[src/common/sse_pkg.sv]
/*
  Package of the supply sequence state engine: register offsets, state
  definition word layout, timing constants and the engine state type.
  Assumes a 250 MHz system clock and a 32-bit classic Wishbone slave port.
*/
package sse_pkg;
  // Clock rate and derived time bases.
  localparam int CLK_MHZ          = 250;
  localparam int TICK_NS          = 10000;                    // Timer tick of 10 us.
  localparam int TICK_CYC         = TICK_NS * CLK_MHZ / 1000;
  localparam int FETCH_NS         = 20000;                    // State definition load time.
  localparam int FETCH_CYC_DFLT   = FETCH_NS * CLK_MHZ / 1000;

  // Counts of states and inputs.
  localparam int NUM_DEFS         = 64;                       // All 64 usable, none reserved.
  localparam int NUM_SUP          = 8;
  localparam int NUM_DIG          = 4;
  localparam int NUM_COND         = 13;                       // Supplies, digital inputs, warning.
  localparam int WARN_IDX         = 12;

  // Register byte offsets.
  localparam logic [7:0] OFS_CTRL  = 8'h00;
  localparam logic [7:0] OFS_JUMP  = 8'h04;
  localparam logic [7:0] OFS_STATE = 8'h08;
  localparam logic [7:0] OFS_DRV   = 8'h0c;
  localparam logic [7:0] OFS_FLOW  = 8'h10;                   // fault_latch_low
  localparam logic [7:0] OFS_FHIGH = 8'h14;                   // fault_latch_high
  localparam logic [7:0] OFS_UV    = 8'h18;
  localparam logic [7:0] OFS_OV    = 8'h1c;
  localparam logic [7:0] OFS_ADC   = 8'h20;
  localparam logic [7:0] OFS_PADDR = 8'h24;
  localparam logic [7:0] OFS_PLO   = 8'h28;
  localparam logic [7:0] OFS_PHI   = 8'h2c;

  // Field positions inside the 64-bit state definition word.
  localparam int F_DRV    = 0;   // 8 driver output levels.
  localparam int F_SEQT   = 8;   // Sequence target state, 6 bits.
  localparam int F_TOT    = 14;  // Timeout target state, 6 bits.
  localparam int F_MONT   = 20;  // Monitor target state, 6 bits.
  localparam int F_SSEL   = 26;  // Sequence input select, 4 bits.
  localparam int F_SPOL   = 30;  // Sequence wanted level.
  localparam int F_LATCH  = 31;  // Fault latch enable.
  localparam int F_MMASK  = 32;  // Monitor input mask, 13 bits.
  localparam int F_MPOL   = 45;  // Monitor expected level.
  localparam int F_SDV    = 46;  // Sequence delay value, 6 bits.
  localparam int F_SDS    = 52;  // Sequence delay scale, 2 bits.
  localparam int F_TOV    = 54;  // Timeout value, 6 bits, zero means none.
  localparam int F_TOS    = 60;  // Timeout scale, 2 bits.
  localparam int F_TOWARN = 62;  // Timeout exit taken at once on a warning.

  // Tick multipliers: MUL0 to MUL3 for the four delay scales, MUL1 to MUL4 for timeouts.
  localparam logic [19:0] MUL0 = 20'h00001;
  localparam logic [19:0] MUL1 = 20'h0000a;
  localparam logic [19:0] MUL2 = 20'h00064;
  localparam logic [19:0] MUL3 = 20'h003e8;
  localparam logic [19:0] MUL4 = 20'h02710;

  // Engine control states.
  typedef enum logic [1:0] {
    ENG_IDLE  = 2'b00,
    ENG_FETCH = 2'b01,
    ENG_RUN   = 2'b10
  } sse_eng_t;
endpackage

[src/common/sse_store_if.sv]
/*
  Interface between the engine and its state definition store: a load
  request with its answer, and a program write port.
  Assumes both ends run on the one system clock.
*/
`timescale 1ns/1ps
interface sse_store_if;
  logic        reqValid;   // One-cycle load request.
  logic [5:0]  reqIndex;   // State to load.
  logic        rspValid;   // One-cycle answer with the word.
  logic [63:0] rspWord;    // Loaded state definition.
  logic        wrEn;       // One-cycle program write.
  logic [5:0]  wrIndex;    // State being programmed.
  logic [63:0] wrWord;     // New definition word.

  modport store  (input reqValid, reqIndex, wrEn, wrIndex, wrWord,
                  output rspValid, rspWord);
  modport engine (output reqValid, reqIndex, wrEn, wrIndex, wrWord,
                  input rspValid, rspWord);
endinterface

[src/rtl/sse_state_store.sv]
/*
  Nonvolatile state definition store model with its load latency.
  Assumes one request at a time; a request while busy is ignored.
*/
`timescale 1ns/1ps
module sse_state_store #(
  parameter int FETCH_CYC = sse_pkg::FETCH_CYC_DFLT
) (
  // Clock and reset.
  input  wire logic   clk_sys,
  input  wire logic   srst,
  // Engine side.
  sse_store_if.store  port
);
  logic [63:0] defMem [sse_pkg::NUM_DEFS];  // Definition words.
  logic [15:0] waitCnt_reg, waitCnt_next;    // Remaining load cycles.
  logic        busy_reg,    busy_next;       // A load is under way.
  logic [5:0]  idx_reg,     idx_next;        // Index being loaded.
  logic        rsp_reg,     rsp_next;        // Answer pulse.
  logic [63:0] word_reg,    word_next;       // Answer word.

  // Count the load time, then hand the word over in one pulse.
  always_comb begin
    waitCnt_next = waitCnt_reg;
    busy_next    = busy_reg;
    idx_next     = idx_reg;
    rsp_next     = 1'b0;
    word_next    = word_reg;
    if (!busy_reg && port.reqValid) begin
      busy_next    = 1'b1;
      idx_next     = port.reqIndex;
      waitCnt_next = 16'(FETCH_CYC - 1);
    end else if (busy_reg) begin
      if (waitCnt_reg == 16'h0000) begin
        busy_next = 1'b0;
        rsp_next  = 1'b1;
        word_next = defMem[idx_reg];
      end else begin
        waitCnt_next = waitCnt_reg - 16'h0001;
      end
    end
  end

  // Register the load sequencer; the memory has no reset, like real storage.
  always_ff @(posedge clk_sys) begin
    if (srst) begin
      waitCnt_reg <= 16'h0000;
      busy_reg    <= 1'b0;
      idx_reg     <= 6'h00;
      rsp_reg     <= 1'b0;
      word_reg    <= 64'h0;
    end else begin
      waitCnt_reg <= waitCnt_next;
      busy_reg    <= busy_next;
      idx_reg     <= idx_next;
      rsp_reg     <= rsp_next;
      word_reg    <= word_next;
    end
    if (port.wrEn) begin
      defMem[port.wrIndex] <= port.wrWord;
    end
  end

  assign port.rspValid = rsp_reg;
  assign port.rspWord  = word_reg;
endmodule // sse_state_store

[src/rtl/sse_engine.sv]
/*
  Supply sequence state engine with its Wishbone register slave, warning
  merge, fault latch and live status.
  Assumes inputs synchronous to clk_sys and comparators outside this block.
*/
// Our own choices: the register addresses and the Wishbone register port.
`timescale 1ns/1ps
module sse_engine #(
  parameter int FETCH_CYC = sse_pkg::FETCH_CYC_DFLT  // Load latency in cycles.
) (
  // Clock and reset.
  input  wire logic        clk_sys,
  input  wire logic        srst,
  // Wishbone slave.
  input  wire logic        wb_cyc_i,
  input  wire logic        wb_stb_i,
  input  wire logic        wb_we_i,
  input  wire logic [7:0]  wb_adr_i,
  input  wire logic [3:0]  wb_sel_i,
  input  wire logic [31:0] wb_dat_i,
  output logic      [31:0] wb_dat_o,
  output logic             wb_ack_o,
  // Supply monitors, digital inputs and warning sources.
  input  wire logic [7:0]  supUvIn,
  input  wire logic [7:0]  supOvIn,
  input  wire logic [3:0]  digIn,
  input  wire logic [7:0]  adcLimitIn,
  input  wire logic [3:0]  secWarnIn,
  input  wire logic        cfgDone,
  // Driver outputs.
  output logic      [7:0]  drvOut
);
  sse_store_if storeBus ();

  sse_state_store #(.FETCH_CYC(FETCH_CYC)) uStore (
    .clk_sys (clk_sys),
    .srst    (srst),
    .port    (storeBus.store)
  );

  // Turns a delay value and scale into 10 us ticks; timeouts use 100 us units.
  function automatic logic [19:0] toTicks(input logic [5:0] val, input logic [1:0] scl,
                                          input logic isTo);
    logic [19:0] mul;
    mul = MUL_SEL(scl, isTo);
    return 20'(val * mul);
  endfunction

  // Picks the multiplier for a scale code.
  function automatic logic [19:0] MUL_SEL(input logic [1:0] scl, input logic isTo);
    logic [19:0] m;
    case (scl)
      2'h0:    m = isTo ? sse_pkg::MUL1 : sse_pkg::MUL0;
      2'h1:    m = isTo ? sse_pkg::MUL2 : sse_pkg::MUL1;
      2'h2:    m = isTo ? sse_pkg::MUL3 : sse_pkg::MUL2;
      default: m = isTo ? sse_pkg::MUL4 : sse_pkg::MUL3;
    endcase
    return m;
  endfunction

  // Merges a write into a register under the byte enables.
  function automatic logic [31:0] byteMerge(input logic [31:0] old, input logic [31:0] nw,
                                            input logic [3:0] sel);
    logic [31:0] r;
    r = old;
    for (int b = 0; b < 4; b++) begin
      if (sel[b]) r[b*8 +: 8] = nw[b*8 +: 8];
    end
    return r;
  endfunction

  // Engine state.
  sse_pkg::sse_eng_t eng_reg,     eng_next;      // Control state.
  logic [5:0]  curState_reg,  curState_next;     // Current state number.
  logic [63:0] def_reg,       def_next;          // Loaded definition.
  logic [7:0]  drv_reg,       drv_next;          // Driver levels.
  logic [19:0] seqCnt_reg,    seqCnt_next;       // Sequence hold timer.
  logic [19:0] toCnt_reg,     toCnt_next;        // Timeout timer.
  logic [11:0] pre_reg,       pre_next;          // Tick prescaler.
  logic        jumpPend_reg,  jumpPend_next;     // Jump waiting to be taken.
  logic [5:0]  jumpTgt_reg,   jumpTgt_next;      // Jump destination.
  logic [7:0]  fault_reg,     fault_next;        // Fault latch.
  logic        warn_reg,      warn_next;         // Merged warning.
  logic [7:0]  uv_reg,        uv_next;           // Live undervoltage.
  logic [7:0]  ov_reg,        ov_next;           // Live overvoltage.
  logic [7:0]  adc_reg,       adc_next;          // Live ADC limit flags.
  logic [3:0]  sec_reg,       sec_next;          // Live secondary trips.
  logic        req_reg,       req_next;          // Load request pulse.
  logic [5:0]  reqIdx_reg,    reqIdx_next;       // Load request index.
  // Bus state.
  logic        ack_reg,       ack_next;          // Answer pulse.
  logic [31:0] rdat_reg,      rdat_next;         // Read data.
  logic [5:0]  pAddr_reg,     pAddr_next;        // Program index.
  logic [31:0] pLo_reg,       pLo_next;          // Program word low half.
  logic        wrEn_reg,      wrEn_next;         // Store write pulse.
  logic [31:0] wrHi_reg,      wrHi_next;         // Store write high half.
  // Decoded bus events, tick enable, condition inputs and exit conditions.
  logic        busWr;                            // Write accepted this cycle.
  logic        busRd;                            // Read accepted this cycle.
  logic        jumpWr;                           // Jump register written.
  logic [7:0]  faultClr;                         // Latch bits to clear.
  logic        tick;                             // 10 us enable.
  logic [12:0] cond;                             // Condition inputs.
  logic        seqHit, monHit, toHit;            // Exit conditions.

  // Bus decode: one answer per request, writes take effect at the answer.
  always_comb begin
    busWr     = wb_cyc_i && wb_stb_i && !ack_reg && wb_we_i;
    busRd     = wb_cyc_i && wb_stb_i && !ack_reg && !wb_we_i;
    jumpWr    = busWr && (wb_adr_i == sse_pkg::OFS_JUMP) && wb_sel_i[0];
    faultClr  = 8'h00;
    if (busWr && (wb_adr_i == sse_pkg::OFS_FLOW) && wb_sel_i[0]) begin
      faultClr[3:0] = wb_dat_i[3:0];
    end
    if (busWr && (wb_adr_i == sse_pkg::OFS_FHIGH) && wb_sel_i[0]) begin
      faultClr[7:4] = wb_dat_i[3:0];
    end
  end

  // Bus registers: read mux, program port and answer pulse.
  always_comb begin
    ack_next   = wb_cyc_i && wb_stb_i && !ack_reg;
    rdat_next  = rdat_reg;
    pAddr_next = pAddr_reg;
    pLo_next   = pLo_reg;
    wrEn_next  = 1'b0;
    wrHi_next  = wrHi_reg;
    if (busRd) begin
      case (wb_adr_i)
        sse_pkg::OFS_STATE: rdat_next = {24'h0, eng_reg, curState_reg};
        sse_pkg::OFS_DRV:   rdat_next = {24'h0, drv_reg};
        sse_pkg::OFS_FLOW:  rdat_next = {28'h0, fault_reg[3:0]};
        sse_pkg::OFS_FHIGH: rdat_next = {28'h0, fault_reg[7:4]};
        sse_pkg::OFS_UV:    rdat_next = {24'h0, uv_reg};
        sse_pkg::OFS_OV:    rdat_next = {24'h0, ov_reg};
        sse_pkg::OFS_ADC:   rdat_next = {19'h0, warn_reg, sec_reg, adc_reg};
        sse_pkg::OFS_JUMP:  rdat_next = {25'h0, jumpPend_reg, jumpTgt_reg};
        sse_pkg::OFS_PADDR: rdat_next = {26'h0, pAddr_reg};
        sse_pkg::OFS_PLO:   rdat_next = pLo_reg;
        sse_pkg::OFS_PHI:   rdat_next = wrHi_reg;
        default:            rdat_next = 32'h0;  // Unmapped reads answer zero.
      endcase
    end
    if (busWr) begin
      case (wb_adr_i)
        sse_pkg::OFS_PADDR: pAddr_next = 6'(byteMerge({26'h0, pAddr_reg}, wb_dat_i, wb_sel_i));
        sse_pkg::OFS_PLO:   pLo_next   = byteMerge(pLo_reg, wb_dat_i, wb_sel_i);
        sse_pkg::OFS_PHI: begin
          wrHi_next = byteMerge(wrHi_reg, wb_dat_i, wb_sel_i);
          wrEn_next = 1'b1;
        end
        default: ;  // Other writes are handled by the engine or ignored.
      endcase
    end
  end

  always_ff @(posedge clk_sys) begin
    if (srst) begin
      ack_reg   <= 1'b0;
      rdat_reg  <= 32'h0;
      pAddr_reg <= 6'h00;
      pLo_reg   <= 32'h0;
      wrEn_reg  <= 1'b0;
      wrHi_reg  <= 32'h0;
    end else begin
      ack_reg   <= ack_next;
      rdat_reg  <= rdat_next;
      pAddr_reg <= pAddr_next;
      pLo_reg   <= pLo_next;
      wrEn_reg  <= wrEn_next;
      wrHi_reg  <= wrHi_next;
    end
  end

  // Condition vector: supply in tolerance, digital levels, merged warning.
  always_comb begin
    tick             = (pre_reg == 12'(sse_pkg::TICK_CYC - 1));
    cond             = 13'h0;
    cond[7:0]        = ~(uv_reg | ov_reg);
    cond[11:8]       = digIn;
    cond[sse_pkg::WARN_IDX] = warn_reg;
    seqHit = (cond[def_reg[sse_pkg::F_SSEL +: 4]] == def_reg[sse_pkg::F_SPOL])
             && (seqCnt_reg >= toTicks(def_reg[sse_pkg::F_SDV +: 6],
                                       def_reg[sse_pkg::F_SDS +: 2], 1'b0));
    monHit = |(def_reg[sse_pkg::F_MMASK +: 13]
               & (cond ^ {13{def_reg[sse_pkg::F_MPOL]}}));
    toHit  = ((def_reg[sse_pkg::F_TOV +: 6] != 6'h00)
              && (toCnt_reg >= toTicks(def_reg[sse_pkg::F_TOV +: 6],
                                       def_reg[sse_pkg::F_TOS +: 2], 1'b1)))
             || (def_reg[sse_pkg::F_TOWARN] && warn_reg);
  end

  // Engine: load, run, pick one of the three exits, load the target.
  always_comb begin
    eng_next      = eng_reg;
    curState_next = curState_reg;
    def_next      = def_reg;
    drv_next      = drv_reg;
    seqCnt_next   = seqCnt_reg;
    toCnt_next    = toCnt_reg;
    pre_next      = tick ? 12'h000 : pre_reg + 12'h001;
    jumpPend_next = jumpPend_reg;
    jumpTgt_next  = jumpTgt_reg;
    fault_next    = fault_reg & ~faultClr;
    warn_next     = (|adcLimitIn) || (|secWarnIn);
    uv_next       = supUvIn;
    ov_next       = supOvIn;
    adc_next      = adcLimitIn;
    sec_next      = secWarnIn;
    req_next      = 1'b0;
    reqIdx_next   = reqIdx_reg;
    if (jumpWr) begin
      jumpTgt_next  = wb_dat_i[5:0];
      jumpPend_next = 1'b1;
    end
    case (eng_reg)
      sse_pkg::ENG_IDLE: begin
        if (cfgDone) begin
          eng_next    = sse_pkg::ENG_FETCH;
          req_next    = 1'b1;
          reqIdx_next = 6'h00;
        end
      end
      sse_pkg::ENG_FETCH: begin
        // Old levels stay out while the next definition loads.
        if (storeBus.rspValid) begin
          eng_next      = sse_pkg::ENG_RUN;
          curState_next = reqIdx_reg;
          def_next      = storeBus.rspWord;
          drv_next      = storeBus.rspWord[sse_pkg::F_DRV +: 8];
          seqCnt_next   = 20'h0;
          toCnt_next    = 20'h0;
        end
      end
      sse_pkg::ENG_RUN: begin
        // Capture faults only while this state enables the latch.
        if (def_reg[sse_pkg::F_LATCH]) begin
          fault_next = fault_next | (uv_reg | ov_reg);
        end
        if (tick) begin
          seqCnt_next = seqCnt_reg + 20'h1;
          toCnt_next  = toCnt_reg + 20'h1;
        end
        // A moment off the wanted level starts the hold over.
        if (cond[def_reg[sse_pkg::F_SSEL +: 4]] != def_reg[sse_pkg::F_SPOL]) begin
          seqCnt_next = 20'h0;
        end
        // Jump first so software can always break out; then the three exits.
        if (jumpPend_reg && !jumpWr) begin
          jumpPend_next = 1'b0;
          eng_next      = sse_pkg::ENG_FETCH;
          req_next      = 1'b1;
          reqIdx_next   = jumpTgt_reg;
        end else if (monHit) begin
          eng_next    = sse_pkg::ENG_FETCH;
          req_next    = 1'b1;
          reqIdx_next = def_reg[sse_pkg::F_MONT +: 6];
        end else if (toHit) begin
          eng_next    = sse_pkg::ENG_FETCH;
          req_next    = 1'b1;
          reqIdx_next = def_reg[sse_pkg::F_TOT +: 6];
        end else if (seqHit) begin
          eng_next    = sse_pkg::ENG_FETCH;
          req_next    = 1'b1;
          reqIdx_next = def_reg[sse_pkg::F_SEQT +: 6];
        end
      end
      default: eng_next = sse_pkg::ENG_IDLE;
    endcase
  end

  always_ff @(posedge clk_sys) begin
    if (srst) begin
      eng_reg      <= sse_pkg::ENG_IDLE;
      curState_reg <= 6'h00;
      def_reg      <= 64'h0;
      drv_reg      <= 8'h00;
      seqCnt_reg   <= 20'h0;
      toCnt_reg    <= 20'h0;
      pre_reg      <= 12'h000;
      jumpPend_reg <= 1'b0;
      jumpTgt_reg  <= 6'h00;
      fault_reg    <= 8'h00;
      warn_reg     <= 1'b0;
      uv_reg       <= 8'h00;
      ov_reg       <= 8'h00;
      adc_reg      <= 8'h00;
      sec_reg      <= 4'h0;
      req_reg      <= 1'b0;
      reqIdx_reg   <= 6'h00;
    end else begin
      eng_reg      <= eng_next;
      curState_reg <= curState_next;
      def_reg      <= def_next;
      drv_reg      <= drv_next;
      seqCnt_reg   <= seqCnt_next;
      toCnt_reg    <= toCnt_next;
      pre_reg      <= pre_next;
      jumpPend_reg <= jumpPend_next;
      jumpTgt_reg  <= jumpTgt_next;
      fault_reg    <= fault_next;
      warn_reg     <= warn_next;
      uv_reg       <= uv_next;
      ov_reg       <= ov_next;
      adc_reg      <= adc_next;
      sec_reg      <= sec_next;
      req_reg      <= req_next;
      reqIdx_reg   <= reqIdx_next;
    end
  end

  // Store connections; all come from flip-flops.
  assign storeBus.reqValid = req_reg;
  assign storeBus.reqIndex = reqIdx_reg;
  assign storeBus.wrEn     = wrEn_reg;
  assign storeBus.wrIndex  = pAddr_reg;
  assign storeBus.wrWord   = {wrHi_reg, pLo_reg};
  assign wb_ack_o          = ack_reg;
  assign wb_dat_o          = rdat_reg;
  assign drvOut            = drv_reg;
endmodule // sse_engine

[config.mk]
export PLATFORM = sky130hd
export DESIGN_NAME = sse_engine
export DESIGN_NICKNAME = d
export VERILOG_FILES = /design/src/common/sse_pkg.sv /design/src/common/sse_store_if.sv /design/src/rtl/sse_state_store.sv /design/src/rtl/sse_engine.sv
export SDC_FILE = /design/constraint.sdc
export NUM_CORES = 2
export LEC_CHECK = 0
export BUFFER_PORTS_ARGS = -buffer_cell sky130_fd_sc_hd__buf_2
export CAP_MARGIN = 10
export CORE_ASPECT_RATIO = 0.9
export CORE_MARGIN = 2
export CORE_UTILIZATION = 60
export CTS_BUF_LIST = sky130_fd_sc_hd__clkbuf_2
export CTS_CLUSTER_SIZE = 14
export DETAILED_ROUTE_END_ITERATION = 8
export GPL_ROUTABILITY_DRIVEN = 1
export PLACE_DENSITY = 0.85
export SLEW_MARGIN = 10
export SYNTH_ARGS = -nofsm -noshare
export SYNTH_HDL_FRONTEND = slang
export SYNTH_SLANG_ARGS = --single-unit
[constraint.sdc]
create_clock -name clk_sys -period 18.6 [get_ports clk_sys]
set_clock_uncertainty 0.1 [all_clocks]
set_input_delay 1.86 -clock clk_sys [delete_from_list [all_inputs] [get_ports clk_sys]]
set_output_delay 1.86 -clock clk_sys [all_outputs]
set_load 0.02 [all_outputs]
======== After elaboration in Yosys (flattened, before gate mapping) ========
Memories as Yosys holds them, arrays and structs flattened. A register that Yosys moved wholly into a read port is not among the register bits.
Index checks and enable logic that the tools add are counted.
storage, ports and cells
  memories ................................ 1
  memory bits (read-only) ................. 0
  bits in writable memories ............... 4096
  logic and storage cells ................. 181
  input bits .............................. 82
  register bits ........................... 310
  bits in latches ......................... 0
  output and inout port bits .............. 41
cells by class
  order comparisons ....................... 3
  add/subtract/negate cells ............... 4
  multiply operators ...................... 2
  eq/ne operators ......................... 26
  reduce and logical (&&, ||, !) cells .... 53
  shifts and indexed selects .............. 0
  muxes and demuxes ....................... 47
  bitwise gates (word level) .............. 11
  div/mod/pow operators ................... 0
memory list
  name           depth  width  read ports  clocked after Yosys merged registers in  wr ports  line                   source
  uStore.defMem  64     64     1           1                                        1         sse_state_store.sv:15  logic [63:0] defMem [sse_pkg::NUM_DEFS];
operators by type and width
  cell                     number
  $pmux W32 S11            1
  $mux W20                 4
  $pmux W20 S2             2
  $pmux W14 S3             1
  $reduce_and A3 Y1        14
  $add A20 B1 Y20 const B  2
  $ge A20 B20 Y1           2
  $mux W13                 3
  $eq A8 B5 Y1 const B     4
  $eq A8 B6 Y1 const B     4
  $mux W6                  5
  $pmux W10 S3             1
  $mul A6 B14 Y20          1
  $eq A8 B4 Y1 const B     2
  $logic_not A16 Y1        1
  $mul A6 B10 Y16          1
  $mux W1                  16
  $mux W8                  2
  $not A8 Y8               2
  $or A8 B8 Y8             2
  $sub A16 B1 Y16 const B  1
  $logic_and A1 B1 Y1      15
  $and A13 B13 Y13         1
  $reduce_or A13 Y1        1
  31 further kinds         58

======== Logic depth before layout (Yosys ltp) ========
  word-level depth ........................ 11
  gate-level depth with buffers ........... 25
  gate-level depth less buffers ........... 24

======== Modules after synthesis ========
Synthesis repeated with hierarchy kept, for this count alone.
second synthesis, totals
  cell total of the unflattened synthesis .. 9411
  area total of the unflattened synthesis .. 174712.6 sq um
by module, submodules not included
  module           area an instance (sq um)  sequential area each (sq um)  instances  cells each
  sse_state_store  159160.1                  124759.7                      1          7595
  sse_engine       15552.4                   5565.3                        1          1816

======== Least setup slack after synthesis ========
OpenSTA, ideal clock, no wires.
  path kind ............................... register to register
  start ................................... reg def_reg[60]
  end ..................................... reg reqIdx_reg[0]
  buffers on the path ..................... 0
  required time ........................... 18383 ps
  stages on the path, launching flop included .. 24
  arrival ................................. 6263 ps
  setup slack ............................. 12120 ps
  path through ............................ dfxtp_1 > inv_1 > ha_1 > and2_1 > or2_2 > fa_1 > fa_1 > inv_1 > fa_1 > inv_1 > ha_1 > nor2_1 > a2111oi_0 > o31ai_1 > a21boi_0 > xnor2_1 > ha_1 > nand4_1 > nor4_1 > or3b_2 > o21ai_1 > a2111oi_2 > o31a_2 > a32o_1
between the ends
  longest elaborated chain between the ends .. 10
RTL lines
  item                                        line               source
  start: declaration                          sse_engine.sv:75   logic [63:0] def_reg, def_next;
  start signal: assignment                    sse_engine.sv:294  def_reg <= def_next;
  $eq A2 B2 Y1, or another cell as far along  sse_engine.sv:52   case (scl)
  $pmux W14 S3 *                              sse_engine.sv:52
  $mul A6 B14 Y20 *                           sse_engine.sv:46   return 20'(val * mul);
  $ge A20 B20 Y1 *                            sse_engine.sv:188  && (toCnt_reg >= toTicks(def_reg[sse_pkg::F_TOV +: 6],
  $logic_and A1 B1 Y1 *                       sse_engine.sv:188
  $logic_or A1 B1 Y1 *                        sse_engine.sv:190  || (def_reg[sse_pkg::F_TOWARN] && warn_reg);
  $mux W6                                     sse_engine.sv:258  end else if (toHit) begin
  $mux W6                                     sse_engine.sv:254  end else if (monHit) begin
  $mux W6                                     sse_engine.sv:249  if (jumpPend_reg && !jumpWr) begin
  $pmux W6 S2                                 sse_engine.sv:216  case (eng_reg)
  end signal: assignment                      sse_engine.sv:308  reqIdx_reg <= reqIdx_next;
  end: declaration                            sse_engine.sv:89   logic [5:0] reqIdx_reg, reqIdx_next;
Mark *: on every way between the ends. The rest lies on a longest branch, timed or not.
A chain may end at the register's enable or synchronous reset.

======== Worst setup path in the final report ========
Same ends and word-level chain as after synthesis.

==> reports/metrics.yaml <==
run_status:
  run_status: "complete, but fails checks"
  violations_in_the_final_reports: "design-rule violations"
setup_path:
  setup.worst_path.class: "reg -> reg"
  cp_top_family: "adder cells"
  crit_fanout: 8
  critical_path.cell_chain: "inv_1 > ha_1 > and2_1 > fa_1 > inv_1 > fa_1 > fa_1 > inv_1 > ha_1 > a21oi_1 > nand2b_1 > a2111oi_0 > o31ai_1 > a21boi_0 > xnor2_1 > ha_1 > nand4_1 > nor4_1 > or3b_2 > o21ai_1 > nor2_1 > mux2i_1 > a32o_1"
  crit_path_top_delay_cell: "sky130_fd_sc_hd__a2111oi_0"
  kind_of_start_point_of_the_critical_path: "flip-flop"
  crit_arrival_ps: 9830
  crit_path_end_kind: "flip-flop"
  critical_path_buf_inv_count: 3
  max_stage_delay_ps: 820
  worst_ep_required_time_ps: 20320
die:
  placementRows: 186
  pin_count: 123
  core_area_um2: 284600
  dieHeight_um: 510.8
  initial_utilization_pct: 60.16
  die_area_um2: 289700
  die_w_um: 567.1
cts:
  post_cts_hold_buffer_count: 44
  cts_sinks: 4397
  clock_tree.htree_level_count: 6
  clock_path_buffers: 4
  cts.repair_timing.setup_buffer_count: 0
  cts_buffers: 956
  cts.reportedPaths.clkPinSlew_ps: 120
  cts.repair.resized: 0
  clkLatencyLatePin_ps: 2160
  cts_tree: "done"
  cts_root_buf: "sky130_fd_sc_hd__clkbuf_2"
finish:
  layout.cells.most_common: "sky130_fd_sc_hd__edfxtp_1"
  filler_cell_count: 17295
  largest_reg_flops: 4032
  post_route_cells_drive_above_1_share_pct: 34.17
  fin_cells: 13594
  area_growth_syn_to_layout_pct: 9.169
  final_cell_mix: "4032 x sky130_fd_sc_hd__edfxtp_1, 1490 x sky130_fd_sc_hd__clkbuf_2, 1261 x sky130_fd_sc_hd__mux4_2"
  finish.net_count: 9252
synthesis:
  ys_ff_latch: 4397
  synth_edf_count: 4032
  synth_sequential_area_ratio_pct: 74.97
  synth_top_flop_cell: "sky130_fd_sc_hd__edfxtp_1"
  summed_instance_area_of_the_synthesized_netlist_um2: 171200
  yosys_warnings: 0
  mappedNetlistNets: 8318
  synth-async-reset-ratio_pct: 0
  yosys.cell_types.count: 87
  avgSynthCellArea_um2: 21.22
  netlist_instances: 8071
power_and_ir_drop:
  power_switching_share_pct: 23.64
  p_leak_nw: 70.41
  vdd.ir_drop.worst_mv: 0.07147
  p_int_mw: 12.95
  share_of_total_power_in_sequential_cells_pct: 62.7
  power_per_cell_area_nw_per_um2: 90.70
  power.combinational.fraction_pct: 0.6
  clock_power_share_pct: 36.7
  switchingPower_mw: 4.007
grt:
  grt_util_overall_pct: 37.03
  antenna_found_initial: 35
  grt-ovfl-total: 0
  vias_in_the_first_global_route: 98681
  grt_pass1_wl_um: 742600
  grt_max_degree: 115
route:
  vias_per_inst: 7.311
  drt_first_pass_iters: 9
  postRouteWirelength_um: 539000
  vias: 99391
  drtAntennaViolNets: 0
  routedWlPerCell_um: 39.65
  drc: 11
  drt_iter0_markers: 19875
sta:
  finalCritPeriodShare_pct: 43.64
  worst_pin_slew_ps: 1414
  timing.final.setup_violations: 0
  setup_tns_ps: 0
  final-hold-violation-count: 0
  setup_repair_after_global_routing_missed_its_margin: "no"
  layout_min_cycle_time_ps: 8118
  timing_max_transition_violations_final: 0
  worst_slew_slack_as_a_fraction_of_its_limit_pct: 5.711
  clock.fmax_ghz: 0.1232
place:
  gp_congestion: 0.9916
  post-dp-hpwl_um: 291600
  port_buf_inserts: 122
  place.detailed.instances: 11762
flow_run:
  drv_cap: 0
worst_hold_path:
  holdCritPathClass: "in -> reg"
[metrics by stage]
step | utilization [%] | setup WS, ps | hold slack [ps] | total power [mW] | area (um^2)
5_1_grt | 65.66 | 9889 | 54.93 | 17.38 | 186900
3_3_place_gp | 62.31 | 10610 | 338.6 | 10.94 | 177300
6_report | 65.68 | 10480 | 42.06 | 16.96 | 186900
2_1_floorplan | - | 12120 | 326.0 | 10.89 | 171200
4_1_cts | 65.62 | 10520 | 2.031 | 16.83 | 186800
3_5_place_dp | 62.31 | 10610 | 348.6 | 10.94 | 177300
[power by group through the flow]
stage          Clock (mW)  Sequential [mW]  Combinational (mW)
2_1_floorplan           0             10.8              0.0457
6_report             6.22             10.6               0.107
5_1_grt              6.65             10.6               0.109
3_5_place_dp            0             10.9              0.0903
4_1_cts              6.10             10.6              0.0998
3_3_place_gp            0             10.9              0.0869
[cell families after synthesis]
group                    after synthesis  synth area share (%)
AO/OA/AOI/OAI                        599                 2.343
buffers and inverters                576                 1.351
flip-flops                          4397                 74.97
multiplexers                        1318                 16.94
XOR/XNOR                              65                0.3325
AND/OR/NAND/NOR                      951                 2.584
adder cells (fa/ha/maj)              165                 1.477
[layer usage]
| metal | GRT usage, % | wire (um) | vias up |
|---|---|---|---|
| met5 | 0.03292 | 488 | - |
| met4 | 25.19 | 46430 | 36 |
| met3 | 14.46 | 91300 | 2837 |
| met2 | 55.08 | 242300 | 11562 |
| met1 | 45.14 | 158600 | 48912 |
| li1 | - | - | 36044 |
[synthesized netlist by cell type (42+ instances only)]
master | number | area (um^2)
sky130_fd_sc_hd__inv_1 | 147 | 551.8
sky130_fd_sc_hd__and2_1 | 44 | 275.3
sky130_fd_sc_hd__a22oi_1 | 110 | 825.8
sky130_fd_sc_hd__a21oi_1 | 227 | 1136
sky130_fd_sc_hd__dfxtp_1 | 365 | 7307
sky130_fd_sc_hd__buf_1 | 58 | 217.7
sky130_fd_sc_hd__fa_1 | 62 | 1241
sky130_fd_sc_hd__nor2_1 | 293 | 1100
sky130_fd_sc_hd__a22o_1 | 55 | 481.7
sky130_fd_sc_hd__edfxtp_1 | 4032 | 121100
sky130_fd_sc_hd__mux2i_1 | 54 | 540.5
sky130_fd_sc_hd__mux4_2 | 1261 | 28400
sky130_fd_sc_hd__clkbuf_1 | 286 | 1074
sky130_fd_sc_hd__nor2b_1 | 47 | 294.0
sky130_fd_sc_hd__o21ai_0 | 42 | 210.2
sky130_fd_sc_hd__buf_2 | 74 | 370.4
sky130_fd_sc_hd__nand2_1 | 290 | 1089
sky130_fd_sc_hd__nand3_1 | 109 | 545.5
sky130_fd_sc_hd__ha_1 | 103 | 1289
[final cells by class]
type                            instances  area [um^2]  share of cell area (%)
Multi-Input combinational cell       3098        41100                   21.99
Antenna cell                           33        82.58                 0.04417
Inverter                              148        569.3                  0.3045
Clock inverter                        264         1544                  0.8259
Sequential cell                      4397       128500                   68.74
Timing Repair Buffer                  404         2985                   1.597
Tap cell                             3760         4705                   2.517
Clock buffer                         1490         7457                   3.989
[worst paths after layout]
check	slack, ps	depth (start not counted)	end	startpoint
max	10480	23	reqIdx_reg[0]$_SDFFE_PP0P_	def_reg[60]$_SDFFE_PP0P_
min	40	2	uv_reg[4]$_SDFF_PP0_	supUvIn[4]
max reg2reg	10480	23	reqIdx_reg[0]$_SDFFE_PP0P_	def_reg[60]$_SDFFE_PP0P_
min reg2reg	270	2	def_reg[24]$_SDFFE_PP0P_	uStore.port.rspWord[24]$_SDFFE_PP0P_
No activity file was read; power rests on OpenSTA's default activity.
